==> src/artpwm_consts.vh <==
// constants for the 8-bit auto-reload pwm and capture timer
// assumes: included by its bare name from the timer module and the bench
`ifndef ARTPWM_CONSTS_VH
`define ARTPWM_CONSTS_VH

// register indices; byte address is four times the index
`define ARTPWM_IDX_DUTY3 8'h73
`define ARTPWM_IDX_DUTY2 8'h74
`define ARTPWM_IDX_DUTY1 8'h75
`define ARTPWM_IDX_DUTY0 8'h76
`define ARTPWM_IDX_OUTCTL 8'h77
`define ARTPWM_IDX_TCS 8'h78
`define ARTPWM_IDX_CNT 8'h79
`define ARTPWM_IDX_RELOAD 8'h7A
`define ARTPWM_IDX_CCS 8'h7B
`define ARTPWM_IDX_CAP1 8'h7C
`define ARTPWM_IDX_CAP2 8'h7D

// timer_control_status fields
`define ARTPWM_TCS_EXTERNAL_CLOCK_SELECT 7
`define ARTPWM_TCS_CC_HI 6
`define ARTPWM_TCS_CC_LO 4
`define ARTPWM_TCS_RUN 3
`define ARTPWM_TCS_FORCE 2
`define ARTPWM_TCS_OIE 1
`define ARTPWM_TCS_OVF 0

// capture_control_status fields
`define ARTPWM_CCS_CS_HI 5
`define ARTPWM_CCS_CS_LO 4
`define ARTPWM_CCS_CIE_HI 3
`define ARTPWM_CCS_CIE_LO 2
`define ARTPWM_CCS_CF_HI 1
`define ARTPWM_CCS_CF_LO 0

// counter and reset values
`define ARTPWM_CNT_TOP 8'hFF
`define ARTPWM_RST_BYTE 8'h00
`define ARTPWM_PRESC_FULL 7'h7F

// axi responses
`define ARTPWM_RESP_OKAY 2'h0
`define ARTPWM_RESP_SLVERR 2'h2

`endif

==> src/artpwm_timer.v <==
// 8-bit auto-reload timer: prescaler, four pwm outputs, two input captures,
// registers on an axi4-lite slave with 8-bit registers in the low byte lane.
// assumes: pins are asynchronous to clk; the external clock is much slower than clk.
//
// The AXI4-Lite slave port is this design's own decision.
`include "artpwm_consts.vh"

// Operation
// RULE_01 - force reload bit reads zero; writing one reloads counter, clears prescaler
// RULE_02 - overflow interrupt enable gates the overflow request
// RULE_03 - overflow flag set on FFh to reload; cleared by reading control register
// RULE_04 - counter register reads live count and writes it even while running
// RULE_05 - every overflow loads the reload value into the counter
// RULE_06 - at overflow reload each pwm output takes its polarity-selected level
// RULE_07 - reload value sets shared period and duty resolution
// RULE_08 - four enable bits connect each pwm channel to its pin
// RULE_09 - output high at or below compare, low above; polarity inverts
// RULE_10 - polarity change inverts the output at once
// RULE_11 - each duty register is its channel compare value
// RULE_12 - capture edge select zero means falling, one means rising
// RULE_13 - capture interrupt enables gate each capture request
// RULE_14 - capture flag set on capture; cleared only by reading its capture register
// RULE_15 - top two capture control bits read as zero
// RULE_16 - capture registers hold the count at the active edge, hardware only
// RULE_17 - all registers reset to zero
// RULE_18 - clock select feeds prescaler from clk or external clock
// RULE_19 - three-bit field divides by one to 128 in powers of two
// RULE_20 - enable bit zero freezes prescaler and counter
// RULE_21 - at compare match the pin returns to its pre-overflow level
// RULE_22 - counter increments per prescaler tick from reload up to FFh
module artpwm_timer #(
    parameter ADDR_W = 12
) (
    input wire clk,
    input wire sys_rst,
    input wire [ADDR_W-1:0] s_axi_awaddr,
    input wire s_axi_awvalid,
    output reg s_axi_awready,
    input wire [31:0] s_axi_wdata,
    input wire [3:0] s_axi_wstrb,
    input wire s_axi_wvalid,
    output reg s_axi_wready,
    output reg [1:0] s_axi_bresp,
    output reg s_axi_bvalid,
    input wire s_axi_bready,
    input wire [ADDR_W-1:0] s_axi_araddr,
    input wire s_axi_arvalid,
    output reg s_axi_arready,
    output reg [31:0] s_axi_rdata,
    output reg [1:0] s_axi_rresp,
    output reg s_axi_rvalid,
    input wire s_axi_rready,
    input wire ext_clk_pin,
    input wire [1:0] capture_input_pin,
    output reg [3:0] pulse_out_pin,
    output reg [3:0] pulse_out_oe,
    output reg overflow_irq,
    output reg [1:0] capture_irq
);

    // ==========================================================
    // helpers
    // ==========================================================
    // index of a mapped register, or 0 for an unmapped address
    function [7:0] reg_index;
        input [ADDR_W-1:0] addr;
        reg [7:0] idx;
        begin
            idx = addr[9:2];
            reg_index = (addr[ADDR_W-1:10] == {(ADDR_W-10){1'b0}} && addr[1:0] == 2'b00 &&
                         idx >= `ARTPWM_IDX_DUTY3 && idx <= `ARTPWM_IDX_CAP2) ? idx : 8'h00;
        end
    endfunction

    // low prescaler bits that must be all ones for a tick at ratio 2^sel
    function [6:0] presc_mask;
        input [2:0] sel;
        begin
            presc_mask = `ARTPWM_PRESC_FULL >> (3'd7 - sel);
        end
    endfunction

    // ==========================================================
    // registers
    // ==========================================================
    reg [7:0] duty0, duty1, duty2, duty3;
    reg [3:0] out_enable;
    reg [3:0] channel_polarity;
    reg external_clock_select;
    reg [2:0] prescale_select;
    reg count_run;
    reg overflow_irq_enable;
    reg overflow_flag;
    reg [7:0] counter;
    reg [7:0] reload_bits;
    reg [1:0] capture_edge_rise;
    reg [1:0] capture_irq_enable;
    reg [1:0] capture_flag;
    reg [7:0] capture_value_ch1, capture_value_ch2;
    reg [6:0] presc;

    reg aw_hold, w_hold;
    reg [ADDR_W-1:0] awaddr_q;
    reg [7:0] wdata_q;
    reg wstrb0_q;

    // ==========================================================
    // pin synchronisers
    // ==========================================================
    // three stages; a change is believed only once stages two and three agree
    reg [2:0] sync1, sync2, sync3, level;

    always @(posedge clk) begin
        if (sys_rst) begin
            sync1 <= 3'h0;
            sync2 <= 3'h0;
            sync3 <= 3'h0;
            level <= 3'h0;
        end else begin
            sync1 <= {capture_input_pin, ext_clk_pin};
            sync2 <= sync1;
            sync3 <= sync2;
            level <= (sync2 & sync3) | (level & (sync2 ^ sync3));
        end
    end

    wire [2:0] next_level = (sync2 & sync3) | (level & (sync2 ^ sync3));
    wire [2:0] pin_rise = next_level & ~level;
    wire [2:0] pin_fall = ~next_level & level;

    // ==========================================================
    // bus decode
    // ==========================================================
    wire [7:0] wr_idx = reg_index(awaddr_q);
    wire wr_go = aw_hold && w_hold && !s_axi_bvalid;
    wire wr_en = wr_go && wstrb0_q;
    wire [7:0] rd_idx = reg_index(s_axi_araddr);
    wire rd_go = s_axi_arvalid && s_axi_arready;

    wire wr_tcs = wr_en && wr_idx == `ARTPWM_IDX_TCS;
    wire wr_cnt = wr_en && wr_idx == `ARTPWM_IDX_CNT;
    // RULE_01 force reload strobe
    wire force_reload = wr_tcs && wdata_q[`ARTPWM_TCS_FORCE];
    // RULE_03 read clears overflow
    wire rd_tcs = rd_go && rd_idx == `ARTPWM_IDX_TCS;
    // RULE_14 read of capture register clears flag
    wire [1:0] rd_cap = {rd_go && rd_idx == `ARTPWM_IDX_CAP2,
                         rd_go && rd_idx == `ARTPWM_IDX_CAP1};

    // ==========================================================
    // prescaler and counter
    // ==========================================================
    // RULE_18 clock source select
    wire src_tick = external_clock_select ? pin_rise[0] : 1'b1;
    // RULE_19 division by 2^select
    wire presc_done = (presc | ~presc_mask(prescale_select)) == `ARTPWM_PRESC_FULL;
    // RULE_20 frozen when not running
    wire cnt_tick = count_run && src_tick && presc_done;
    wire at_top = counter == `ARTPWM_CNT_TOP;
    // a software load in the same cycle wins over the overflow
    wire ovf_event = cnt_tick && at_top && !wr_cnt && !force_reload;

    // ==========================================================
    // capture events
    // ==========================================================
    // RULE_12 edge selection
    wire [1:0] cap_edge = (capture_edge_rise & pin_rise[2:1]) |
                          (~capture_edge_rise & pin_fall[2:1]);
    // transfer inhibited while the flag is up, unless the read clears it now
    wire [1:0] cap_take = cap_edge & (~capture_flag | rd_cap);

    // ==========================================================
    // read mux
    // ==========================================================
    reg [7:0] rd_byte;
    always @* begin
        rd_byte = 8'h00;
        case (rd_idx)
            `ARTPWM_IDX_DUTY3: rd_byte = duty3;
            `ARTPWM_IDX_DUTY2: rd_byte = duty2;
            `ARTPWM_IDX_DUTY1: rd_byte = duty1;
            `ARTPWM_IDX_DUTY0: rd_byte = duty0;
            `ARTPWM_IDX_OUTCTL: rd_byte = {out_enable, channel_polarity};
            // RULE_01 force bit reads zero
            `ARTPWM_IDX_TCS: rd_byte = {external_clock_select, prescale_select, count_run,
                                        1'b0, overflow_irq_enable, overflow_flag};
            // RULE_04 live count
            `ARTPWM_IDX_CNT: rd_byte = counter;
            `ARTPWM_IDX_RELOAD: rd_byte = reload_bits;
            // RULE_15 reserved bits zero
            `ARTPWM_IDX_CCS: rd_byte = {2'b00, capture_edge_rise, capture_irq_enable,
                                        capture_flag};
            `ARTPWM_IDX_CAP1: rd_byte = capture_value_ch1;
            `ARTPWM_IDX_CAP2: rd_byte = capture_value_ch2;
            default: rd_byte = 8'h00;
        endcase
    end

    // ==========================================================
    // main sequential logic
    // ==========================================================
    integer i;
    wire [31:0] duty_all = {duty3, duty2, duty1, duty0};

    always @(posedge clk) begin
        if (sys_rst) begin
            // RULE_17 everything clears
            duty0 <= `ARTPWM_RST_BYTE;
            duty1 <= `ARTPWM_RST_BYTE;
            duty2 <= `ARTPWM_RST_BYTE;
            duty3 <= `ARTPWM_RST_BYTE;
            out_enable <= 4'h0;
            channel_polarity <= 4'h0;
            external_clock_select <= 1'b0;
            prescale_select <= 3'h0;
            count_run <= 1'b0;
            overflow_irq_enable <= 1'b0;
            overflow_flag <= 1'b0;
            counter <= `ARTPWM_RST_BYTE;
            reload_bits <= `ARTPWM_RST_BYTE;
            capture_edge_rise <= 2'h0;
            capture_irq_enable <= 2'h0;
            capture_flag <= 2'h0;
            capture_value_ch1 <= `ARTPWM_RST_BYTE;
            capture_value_ch2 <= `ARTPWM_RST_BYTE;
            presc <= 7'h00;
            aw_hold <= 1'b0;
            w_hold <= 1'b0;
            awaddr_q <= {ADDR_W{1'b0}};
            wdata_q <= 8'h00;
            wstrb0_q <= 1'b0;
            s_axi_awready <= 1'b0;
            s_axi_wready <= 1'b0;
            s_axi_bvalid <= 1'b0;
            s_axi_bresp <= `ARTPWM_RESP_OKAY;
            s_axi_arready <= 1'b0;
            s_axi_rvalid <= 1'b0;
            s_axi_rdata <= 32'h00000000;
            s_axi_rresp <= `ARTPWM_RESP_OKAY;
            pulse_out_pin <= 4'h0;
            pulse_out_oe <= 4'h0;
            overflow_irq <= 1'b0;
            capture_irq <= 2'h0;
        end else begin
            // ---- write channels: address and data in either order
            if (!aw_hold && !s_axi_bvalid) begin
                s_axi_awready <= 1'b1;
            end
            if (!w_hold && !s_axi_bvalid) begin
                s_axi_wready <= 1'b1;
            end
            if (s_axi_awvalid && s_axi_awready) begin
                aw_hold <= 1'b1;
                awaddr_q <= s_axi_awaddr;
                s_axi_awready <= 1'b0;
            end
            if (s_axi_wvalid && s_axi_wready) begin
                w_hold <= 1'b1;
                wdata_q <= s_axi_wdata[7:0];
                wstrb0_q <= s_axi_wstrb[0];
                s_axi_wready <= 1'b0;
            end
            if (wr_go) begin
                s_axi_bvalid <= 1'b1;
                s_axi_bresp <= (wr_idx == 8'h00) ? `ARTPWM_RESP_SLVERR : `ARTPWM_RESP_OKAY;
            end
            if (s_axi_bvalid && s_axi_bready) begin
                s_axi_bvalid <= 1'b0;
                aw_hold <= 1'b0;
                w_hold <= 1'b0;
                s_axi_awready <= 1'b1;
                s_axi_wready <= 1'b1;
            end

            // ---- read channel: data one cycle after the address is taken
            if (!s_axi_rvalid && !rd_go) begin
                s_axi_arready <= 1'b1;
            end
            if (rd_go) begin
                s_axi_arready <= 1'b0;
                s_axi_rvalid <= 1'b1;
                s_axi_rdata <= {24'h000000, rd_byte};
                s_axi_rresp <= (rd_idx == 8'h00) ? `ARTPWM_RESP_SLVERR : `ARTPWM_RESP_OKAY;
            end
            if (s_axi_rvalid && s_axi_rready) begin
                s_axi_rvalid <= 1'b0;
                s_axi_arready <= 1'b1;
            end

            if (wr_en) begin
                case (wr_idx)
                    // RULE_11 duty registers are the compare values
                    `ARTPWM_IDX_DUTY3: duty3 <= wdata_q;
                    `ARTPWM_IDX_DUTY2: duty2 <= wdata_q;
                    `ARTPWM_IDX_DUTY1: duty1 <= wdata_q;
                    `ARTPWM_IDX_DUTY0: duty0 <= wdata_q;
                    `ARTPWM_IDX_OUTCTL: begin
                        out_enable <= wdata_q[7:4];
                        channel_polarity <= wdata_q[3:0];
                    end
                    `ARTPWM_IDX_TCS: begin
                        external_clock_select <= wdata_q[`ARTPWM_TCS_EXTERNAL_CLOCK_SELECT];
                        prescale_select <= wdata_q[`ARTPWM_TCS_CC_HI:`ARTPWM_TCS_CC_LO];
                        count_run <= wdata_q[`ARTPWM_TCS_RUN];
                        overflow_irq_enable <= wdata_q[`ARTPWM_TCS_OIE];
                    end
                    `ARTPWM_IDX_RELOAD: reload_bits <= wdata_q;
                    `ARTPWM_IDX_CCS: begin
                        capture_edge_rise <= wdata_q[`ARTPWM_CCS_CS_HI:`ARTPWM_CCS_CS_LO];
                        capture_irq_enable <= wdata_q[`ARTPWM_CCS_CIE_HI:`ARTPWM_CCS_CIE_LO];
                    end
                    default: begin
                    end
                endcase
            end

            // ---- prescaler and counter
            if (force_reload) begin
                // RULE_01 reload and restart prescaler
                counter <= reload_bits;
                presc <= 7'h00;
            end else if (wr_cnt) begin
                // RULE_04 on-the-fly write
                counter <= wdata_q;
            end else if (cnt_tick) begin
                // RULE_05 reload at overflow; RULE_07 period is 256 minus reload
                if (at_top) begin
                    counter <= reload_bits;
                end else begin
                    // RULE_22 count up per tick
                    counter <= counter + 8'h01;
                end
            end
            if (!force_reload && count_run && src_tick) begin
                presc <= presc + 7'h01;
            end

            // ---- overflow flag, set wins over the read clear
            // RULE_03 set on overflow
            if (ovf_event) begin
                overflow_flag <= 1'b1;
            end else if (rd_tcs) begin
                overflow_flag <= 1'b0;
            end

            // ---- captures
            for (i = 0; i < 2; i = i + 1) begin
                // RULE_14 set on capture, set beats clear
                if (cap_take[i]) begin
                    capture_flag[i] <= 1'b1;
                end else if (rd_cap[i]) begin
                    capture_flag[i] <= 1'b0;
                end
            end
            // RULE_16 latch count at active edge
            if (cap_take[0]) begin
                capture_value_ch1 <= counter;
            end
            if (cap_take[1]) begin
                capture_value_ch2 <= counter;
            end

            // ---- pwm pins: level follows the count seen this cycle
            for (i = 0; i < 4; i = i + 1) begin
                // RULE_09 high at or below compare; RULE_10 polarity applied each cycle
                // RULE_06 reload lands below compare so the level flips at overflow
                // RULE_21 passing the compare restores the other level
                // RULE_08 enable connects the pin
                pulse_out_pin[i] <= out_enable[i] &
                                    ((counter <= duty_all[i*8 +: 8]) ^ channel_polarity[i]);
                pulse_out_oe[i] <= out_enable[i];
            end

            // ---- interrupt requests
            // RULE_02 overflow request gated
            overflow_irq <= overflow_irq_enable & overflow_flag;
            // RULE_13 capture requests gated
            capture_irq <= capture_irq_enable & capture_flag;
        end
    end

endmodule // artpwm_timer

==> config.mk <==
export PLATFORM = sky130hd
export DESIGN_NAME = artpwm_timer
export DESIGN_NICKNAME = d
export VERILOG_FILES = /design/src/artpwm_timer.v
export VERILOG_INCLUDE_DIRS = /design/src
export SDC_FILE = /design/constraint.sdc
export NUM_CORES = 1
export LEC_CHECK = 0
export BUFFER_PORTS_ARGS = -buffer_cell sky130_fd_sc_hd__buf_2
export CELL_PAD_IN_SITES_DETAIL_PLACEMENT = 1
export CELL_PAD_IN_SITES_GLOBAL_PLACEMENT = 1
export CORE_MARGIN = 2
export CORE_UTILIZATION = 46
export DETAILED_ROUTE_END_ITERATION = 10
export PLACE_DENSITY_LB_ADDON = 0.1
export SYNTH_ARGS = -nofsm -noshare
export SYNTH_HDL_FRONTEND = slang
export SYNTH_SLANG_ARGS = --single-unit
==> constraint.sdc <==
create_clock -name clk -period 6.9 [get_ports clk]
set_input_delay 1.725 -clock clk [delete_from_list [all_inputs] [get_ports clk]]
set_output_delay 1.725 -clock clk [all_outputs]
set_load 0.005 [all_outputs]
### Word-level counts from Yosys, hierarchy flattened

Cells that the tools add are included.

* register bits after elaboration: 155
* input bits: 70
* output and inout bits: 52
* logic and storage cells: 190

* $add $sub $neg: 3
* magnitude comparators: 8
* equal/unequal tests: 22
* shift-type cells: 1
* multiplexer cells: 27
* bitwise operators: 27
* reductions and logical operators: 61

Operators with widths (count)
* $eq 8x7->1 const B: 20
* $pmux 8 s11: 1
* $mux 8: 6
* $le 8x8->1: 4
* $logic_and 1x1->1: 30
* $ge 8x7->1 const B: 2
* $le 8x7->1 const B: 2
* $logic_not 8->1: 2
* $mux 1: 16
* $reduce_and 2->1: 8
* $mux 7: 2
* $and 3x3->3: 4
* $reduce_bool 3->1: 4
* $add 8x1->8 const B: 1
* $and 2x2->2: 4
* $eq 8x8->1 const B: 1
* $logic_not 2->1: 4
* $reduce_bool 2->1: 4
* $add 7x1->7 const B: 1
* $eq 7x7->1 const B: 1
* $logic_not 1->1: 7
* $not 7->7: 1
* $or 7x7->7: 1
* $shr 7x3->7 const A: 1
* 10 further kinds: 22

### Logic depth before layout (Yosys ltp)

Gate-level depths: netlist of the first run.

* depth after elaboration: 12
* mapped depth: 8

### Worst setup path before layout of the first run

Ideal clock, no wire load.

* path type: input -> register
* start point: input port s_axi_araddr[11]
* end point: register capture_value_ch1[0]
* arrival time: 3.383 ns
* path slack: 3.389 ns
* cell stages on the path: 7
* cells stage by stage: or4_4 or3_4 o31ai_1 nand2b_1 buf_2 mux2i_1 nor2_1

* word-level cells in the longest chain between the ends: 9

Ends and longest elaborated chain
* start: declaration: line artpwm_timer.v:46 `input wire [ADDR_W-1:0] s_axi_araddr,`
* $logic_not 2->1: line artpwm_timer.v:70 `reg_index = (addr[ADDR_W-1:10] == {(ADDR_W-10){1'b0}} && addr[1:0] == 2'b00 &&`
* $logic_and 1x1->1: line artpwm_timer.v:70
* $logic_and 1x1->1 (no line) (2 in a row)
* $mux 8: line artpwm_timer.v:70
* $eq 8x7->1
* $logic_and 1x1->1 (no line)
* $or 2x2->2: line artpwm_timer.v:170 `wire [1:0] cap_take = cap_edge & (~capture_flag | rd_cap);`
* $and 2x2->2: line artpwm_timer.v:170
* end signal: assignment: line artpwm_timer.v:224 `` capture_value_ch1 <= `ARTPWM_RST_BYTE; ``
* end signal: assignment: line artpwm_timer.v:357 `capture_value_ch1 <= counter;`
* end: declaration: line artpwm_timer.v:99 `reg [7:0] capture_value_ch1, capture_value_ch2;`

Every way passes these cells.
A chain may end at the register's enable or synchronous reset.

### Worst setup path in the final report of the first run

* start point: input port s_axi_araddr[11]
* end point: register capture_value_ch2[0]

* word-level cells in the longest chain between the ends: 9

Ends and longest elaborated chain
* $logic_not 2->1: line artpwm_timer.v:70
* $logic_and 1x1->1: line artpwm_timer.v:70
* $logic_and 1x1->1 (no line) (2 in a row)
* $mux 8: line artpwm_timer.v:70
* $eq 8x7->1
* $logic_and 1x1->1 (no line)
* $or 2x2->2: line artpwm_timer.v:170
* $and 2x2->2: line artpwm_timer.v:170
* end signal: assignment: line artpwm_timer.v:225 `` capture_value_ch2 <= `ARTPWM_RST_BYTE; ``
* end signal: assignment: line artpwm_timer.v:360 `capture_value_ch2 <= counter;`
* end: declaration: line artpwm_timer.v:99

Every way passes these cells.

==> results of run 1 <==
## power by group through the flow
stage	sequential, W	combinational (W)	clock, W
floorplan	0.000920	0.0000731	0
global placement	0.000931	0.0000834	0
detailed placement	0.000933	0.0000868	0
CTS	0.000913	0.0000873	0.00102
global route	0.000914	0.0000971	0.00106
finish	0.000913	0.0000876	0.00101
## worst max-delay path, stage by stage
cell	delay, ns
buf_2	0.10
or4_4	0.52
or3_4	0.43
o31ai_1	0.32
nand2b_1	0.43
mux2i_1	0.30
nor2_1	0.08
## logic make-up (layout without fill, tap and decap cells)
| group | after synthesis | count (layout) | synth area share (%) |
|---|---|---|---|
| flops | 153 | 153 | 39.5 |
| xor+xnor | 6 | 6 | 0.678 |
| buf+inv | 123 | 146 | 7.31 |
| other cells | 1 | 26 | 0.0483 |
| simple gates | 335 | 335 | 20.4 |
| fa+ha+maj | 37 | 37 | 5.97 |
| compound gates | 192 | 192 | 15.7 |
| mux | 79 | 79 | 10.5 |
## Yosys cell counts (5+ instances only)
library cell    n  area [sq um]
a31oi_1         8          50.1
mux2_2          7          78.8
o31ai_1         5          37.5
nor2_1         91           342
buf_2           6          30.0
inv_1          43           161
a21o_1         10          75.1
nand2_1       122           458
a21oi_1        74           370
o21a_1          7          52.6
mux2i_1        71           711
buf_4          26           195
ha_1           37           463
a22oi_1        13          97.6
nand2b_1        9          56.3
o21ai_0        34           170
clkbuf_1       45           169
nor3_1         18          90.1
nand4_1        17           106
a211oi_1        9          67.6
nand3_1        13          65.1
nor2b_1        26           163
dfxtp_1       153          3060
## through the flow
| stage | instances | power, W |
|---|---|---|
| 2_1_floorplan | 951 | 0.000993 |
| 3_5_place_dp | 1162 | 0.00102 |
| 5_1_grt | 1194 | 0.00207 |
| 6_report | 1194 | 0.00201 |
| 3_3_place_gp | 1162 | 0.00101 |
| 4_1_cts | 1194 | 0.00202 |
## layer usage
layer | track usage [%] | routed length [um] | up-vias
met5 | 0 | 0 | -
met4 | 10.2 | 662 | 0
met3 | 4.61 | 878 | 52
met2 | 49.7 | 12400 | 197
met1 | 33.7 | 10500 | 3377
li1 | - | - | 3250
## final cells by class
| cell class | count | area (sq um) | share of cell area, % |
|---|---|---|---|
| clock inverter | 15 | 204 | 2.34 |
| sequential | 153 | 3060 | 35.1 |
| tap | 220 | 275 | 3.16 |
| clock buffer | 17 | 425 | 4.88 |
| inverter | 43 | 161 | 1.85 |
| timing repair buffer | 71 | 365 | 4.19 |
| multi-input combinational | 675 | 4220 | 48.4 |
## worst paths after layout
check                          to  slack, ns  depth (start not counted)
min                      sync2[0]       0.45                          1
min reg2reg              sync2[0]       0.45                          1
max reg2reg            counter[1]       3.85                          6
max          capture_value_ch2[0]       3.28                          7
==> results.sh, run 1 <==
export IMPL_largest_reg_flops=12
export IMPL_synth_ff_type="dfxtp_1"
export IMPL_die_h_um=134
export IMPL_start_util_pct=46.9
export IMPL_port_buffers=68
export IMPL_power_leakage_nw=3.55
export IMPL_post_place_ws_ns=2.86
export IMPL_holdWs_ns=0.450
export IMPL_clock_sinks=153
export IMPL_fin_crit_sh_pct=52.5
export IMPL_run_status="finished clean"
export IMPL_clockPowerShare_pct=50.1
export IMPL_rsz0062_at_grt="false"
export IMPL_worstHoldStart="sync1[0]"
export IMPL_clkLatencyLatePin_ns=0.43
export IMPL_drt_iter0_drc=488
export IMPL_worstPathMaxFanout=8
export IMPL_powerDensity_nw_per_um2=230
export IMPL_dieWidth_um=134
export IMPL_maxCapViolations=0
export IMPL_worstMarginPinSlew_ns=1.17
export IMPL_yosysSeqAreaShare_pct=39.5
export IMPL_grt_pass1_wl_mm=38.5
export IMPL_coreArea_sq_um=16500
export IMPL_ctsHoldBuffers=0
export IMPL_cts_path_max_buffers=2
export IMPL_gr_total_overflow=0
export IMPL_mostFrequentLayoutCells="dfxtp_1, nand2_1, nor2_1"
export IMPL_netlist_cell_type_count=60
export IMPL_fin_setup_tns_ns=0
export IMPL_p_sw_w=0.000497
export IMPL_clkTransAtPathRegs_ns=0.07
export IMPL_clock_skew_ns=0.0103
export IMPL_firstDrtPassIters=5
export IMPL_synth_warnings=0
export IMPL_cts_root_buffer="clkbuf_16"
export IMPL_die_area_sq_um=17900
export IMPL_crit_start="s_axi_araddr[11]"
export IMPL_critPathKind="input port to register"
export IMPL_track_usage_pct=27.8
export IMPL_top_register="awaddr_q"
export IMPL_final_setup_worst_slack_ns=3.28
export IMPL_timing_fmax_ghz=0.276
export IMPL_maxSlewHeadroom_pct=21.5
export IMPL_seqPwrFrac_pct=45.5
export IMPL_diodes=0
export IMPL_row_count=47
export IMPL_p_comb_share_pct=4.4
export IMPL_synth_edf_count=0
export IMPL_cts_tree="built"
export IMPL_synth_area_sq_um=7760
export IMPL_fin_area_sq_um=8710
export IMPL_grt_start_max_net_pins=54
export IMPL_cp_data_required_time_ns=7.19
export IMPL_dp_final_hpwl_mm=17.6
export IMPL_drc=0
export IMPL_cts_buffers=17
export IMPL_critPathArrivalTime_ns=3.91
export IMPL_h_tree_depth=4
export IMPL_nFillCells=1974
export IMPL_via_per_inst=5.76
export IMPL_irDropWorstVdd_uv=189
export IMPL_syn_inst=926
export IMPL_placed_area_sq_um=8090
export IMPL_swShare_pct=24.8
export IMPL_min_period_ns=3.62
export IMPL_grt_antenna_before_repair=0
export IMPL_num_nets_final=1068
export IMPL_end_kind="register"
export IMPL_drv_slew=0
export IMPL_ctsResizeCount=0
export IMPL_routed_wl_mm=24.4
export IMPL_async_reset_ff_share_pct=0
export IMPL_reg2reg_from="awaddr_q[11]"
export IMPL_fin_util_pct=52.7
export IMPL_drtAntennaViolNets=0
export IMPL_drive_gt1_share_pct=12.2
export IMPL_ios=122
export IMPL_synth_area_per_cell_sq_um=8.38
export IMPL_hold_viol=0
export IMPL_area_growth_pct=12.4
export IMPL_power_internal_w=0.00151
export IMPL_post_cts_buffers=0
export IMPL_ys_ff_latch=153
export IMPL_wl_per_cell_um=20.4
export IMPL_layout_commonest_cell="dfxtp_1"
export IMPL_place_congestion=0.880
export IMPL_finalSetupViolations=0
export IMPL_via_count=6876
export IMPL_hold_path_class="register to register"
export IMPL_start_kind="input port"
export IMPL_first_global_vias=7144
(Power assumes the default switching activity.)
==> run 2, diff against run 1 <==
--- a/config.mk
+++ b/config.mk
@@ -10,7 +10,7 @@
 export CELL_PAD_IN_SITES_DETAIL_PLACEMENT = 1
 export CELL_PAD_IN_SITES_GLOBAL_PLACEMENT = 1
 export CORE_MARGIN = 2
-export CORE_UTILIZATION = 46
+export CORE_UTILIZATION = 43
 export DETAILED_ROUTE_END_ITERATION = 10
 export PLACE_DENSITY_LB_ADDON = 0.1
 export SYNTH_ARGS = -nofsm -noshare
==> constraint.sdc (replaced) <==
create_clock -name clk -period 3.65 [get_ports clk]
set_input_delay 0.9125 -clock clk [delete_from_list [all_inputs] [get_ports clk]]
set_output_delay 0.9125 -clock clk [all_outputs]
set_load 0.005 [all_outputs]
==> results.sh, run 2 (same netlist as run 1, synthesis figures left out) <==
export IMPL_final_setup_worst_slack_ns=0.837
export IMPL_fin_setup_tns_ns=0
export IMPL_min_period_ns=2.81
export IMPL_ios=122
export IMPL_top_register="awaddr_q"
export IMPL_gr_total_overflow=0
export IMPL_clkLatencyLatePin_ns=0.43
export IMPL_power_leakage_nw=3.59
export IMPL_routed_wl_mm=23.4
export IMPL_min_to="sync2[0]"
export IMPL_largest_reg_flops=12
export IMPL_via_count=6744
export IMPL_first_global_vias=6893
export IMPL_port_buffers=68
export IMPL_worstReg2RegEnd="counter[1]"
export IMPL_start_util_pct=43.5
export IMPL_h_tree_depth=4
export IMPL_irDropWorstVdd_uv=308
export IMPL_fin_crit_sh_pct=77.1
export IMPL_ctsResizeCount=0
export IMPL_drc=0
export IMPL_end_kind="register"
export IMPL_clkTransAtPathRegs_ns=0.07
export IMPL_layout_commonest_cell="dfxtp_1"
export IMPL_via_per_inst=5.55
export IMPL_path_cells="ha_1 > and4_1 > nand4_1 > o22ai_1 > nand2_1 > a311oi_1"
export IMPL_drtAntennaViolNets=0
export IMPL_hold_depth=1
export IMPL_critPathBufInv=0
export IMPL_die_area_sq_um=19100
export IMPL_reg2reg_from="counter[1]"
export IMPL_rrSetupSlack_ns=0.84
export IMPL_cts_path_max_buffers=2
export IMPL_crit_start="counter[1]"
export IMPL_nFillCells=2167
export IMPL_row_count=49
export IMPL_clock_skew_ns=0.00719
export IMPL_place_congestion=0.874
export IMPL_power_total_w=0.00370
export IMPL_timing_fmax_ghz=0.355
export IMPL_num_nets_final=1080
export IMPL_post_cts_buffers=0
export IMPL_cp_num_cells=6
export IMPL_finalSetupViolations=0
export IMPL_cts_root_buffer="clkbuf_16"
export IMPL_p_comb_share_pct=4.6
export IMPL_maxSlewHeadroom_pct=47.5
export IMPL_cts_tree="built"
export IMPL_rr_worst_depth=6
export IMPL_dp_final_hpwl_mm=16.7
export IMPL_placed_area_sq_um=8190
export IMPL_track_usage_pct=24.9
export IMPL_ctsHoldBuffers=0
export IMPL_clock_sinks=153
export IMPL_area_growth_pct=13.3
export IMPL_fin_area_sq_um=8790
export IMPL_hold_path_class="register to register"
export IMPL_cts_buffers=17
export IMPL_critPathKind="register to register"
export IMPL_post_place_ws_ns=0.464
export IMPL_start_kind="register"
export IMPL_critPathArrivalTime_ns=3.15
export IMPL_rsz0062_at_grt="false"
export IMPL_grt_antenna_before_repair=0
export IMPL_worstMarginPinSlew_ns=0.786
export IMPL_clockPowerShare_pct=48.8
export IMPL_firstDrtPassIters=5
export IMPL_hold_viol=0
export IMPL_die_h_um=138
export IMPL_power_internal_w=0.00280
export IMPL_grt_pass1_wl_mm=37.7
export IMPL_worstPathMaxFanout=11
export IMPL_p_sw_w=0.000902
export IMPL_coreArea_sq_um=17800
export IMPL_holdWs_ns=0.447
export IMPL_worstHoldStart="sync1[0]"
export IMPL_run_status="finished clean"
export IMPL_drive_gt1_share_pct=13.2
export IMPL_drv_slew=0
export IMPL_seqPwrFrac_pct=46.6
export IMPL_diodes=0
export IMPL_swShare_pct=24.4
export IMPL_wl_per_cell_um=19.2
export IMPL_grt_start_max_net_pins=38
export IMPL_cp_top_family="compound AO/OA/AOI/OAI gates"
export IMPL_powerDensity_nw_per_um2=421
export IMPL_cp_data_required_time_ns=3.99
export IMPL_dieWidth_um=138
export IMPL_mostFrequentLayoutCells="dfxtp_1, nand2_1, nor2_1"
export IMPL_crit_slowest_cell="dfxtp_1"
export IMPL_drt_iter0_drc=472
export IMPL_cpPeakStageDelay_ns=0.71
export IMPL_maxCapViolations=0
run 2: how the worst max path moves through the flow:
stage                           end  slack (ns)
3_3_place_gp   capture_value_ch2[0]        0.50
2_1_floorplan  capture_value_ch1[0]        0.95
5_1_grt                  counter[1]        0.72
4_1_cts        capture_value_ch2[4]        0.89
6_report                 counter[1]        0.84
3_5_place_dp   capture_value_ch2[4]        0.46
run 2: power by group through the flow:
| stage | registers (W) | logic (W) | clock network [W] |
|---|---|---|---|
| final | 0.00172 | 0.000170 | 0.00180 |
| after global routing | 0.00173 | 0.000189 | 0.00192 |
| after CTS | 0.00172 | 0.000171 | 0.00184 |
| after detailed placement | 0.00176 | 0.000170 | 0 |
| after global placement | 0.00176 | 0.000168 | 0 |
| after floorplan | 0.00174 | 0.000138 | 0 |
run 2: cell type report:
type | instances | area (sq um) | share of cell area, %
clock buffer | 19 | 443 | 5.04
clock inverter | 13 | 156 | 1.78
inverter | 43 | 161 | 1.84
multi-input combinational | 675 | 4220 | 48.0
sequential | 153 | 3060 | 34.9
tap | 229 | 287 | 3.26
timing repair buffer | 83 | 455 | 5.18
run 2: metrics by stage:
stage,cells,util [%]
floorplan,951,-
detailed placement,1183,45.9
CTS,1215,49.2
finish,1215,49.2
global route,1215,49.2
global placement,1183,45.9
run 2: metal layers:
metal | vias to the layer above | share of wire (%) | routed length, um | GRT usage (%)
li1 | 3285 | - | - | -
met1 | 3244 | 45 | 10500 | 32.2
met2 | 171 | 47 | 11100 | 41.5
met3 | 44 | 4.4 | 1020 | 4.12
met4 | 0 | 3.2 | 740 | 9.83
met5 | - | 0 | 0 | 0
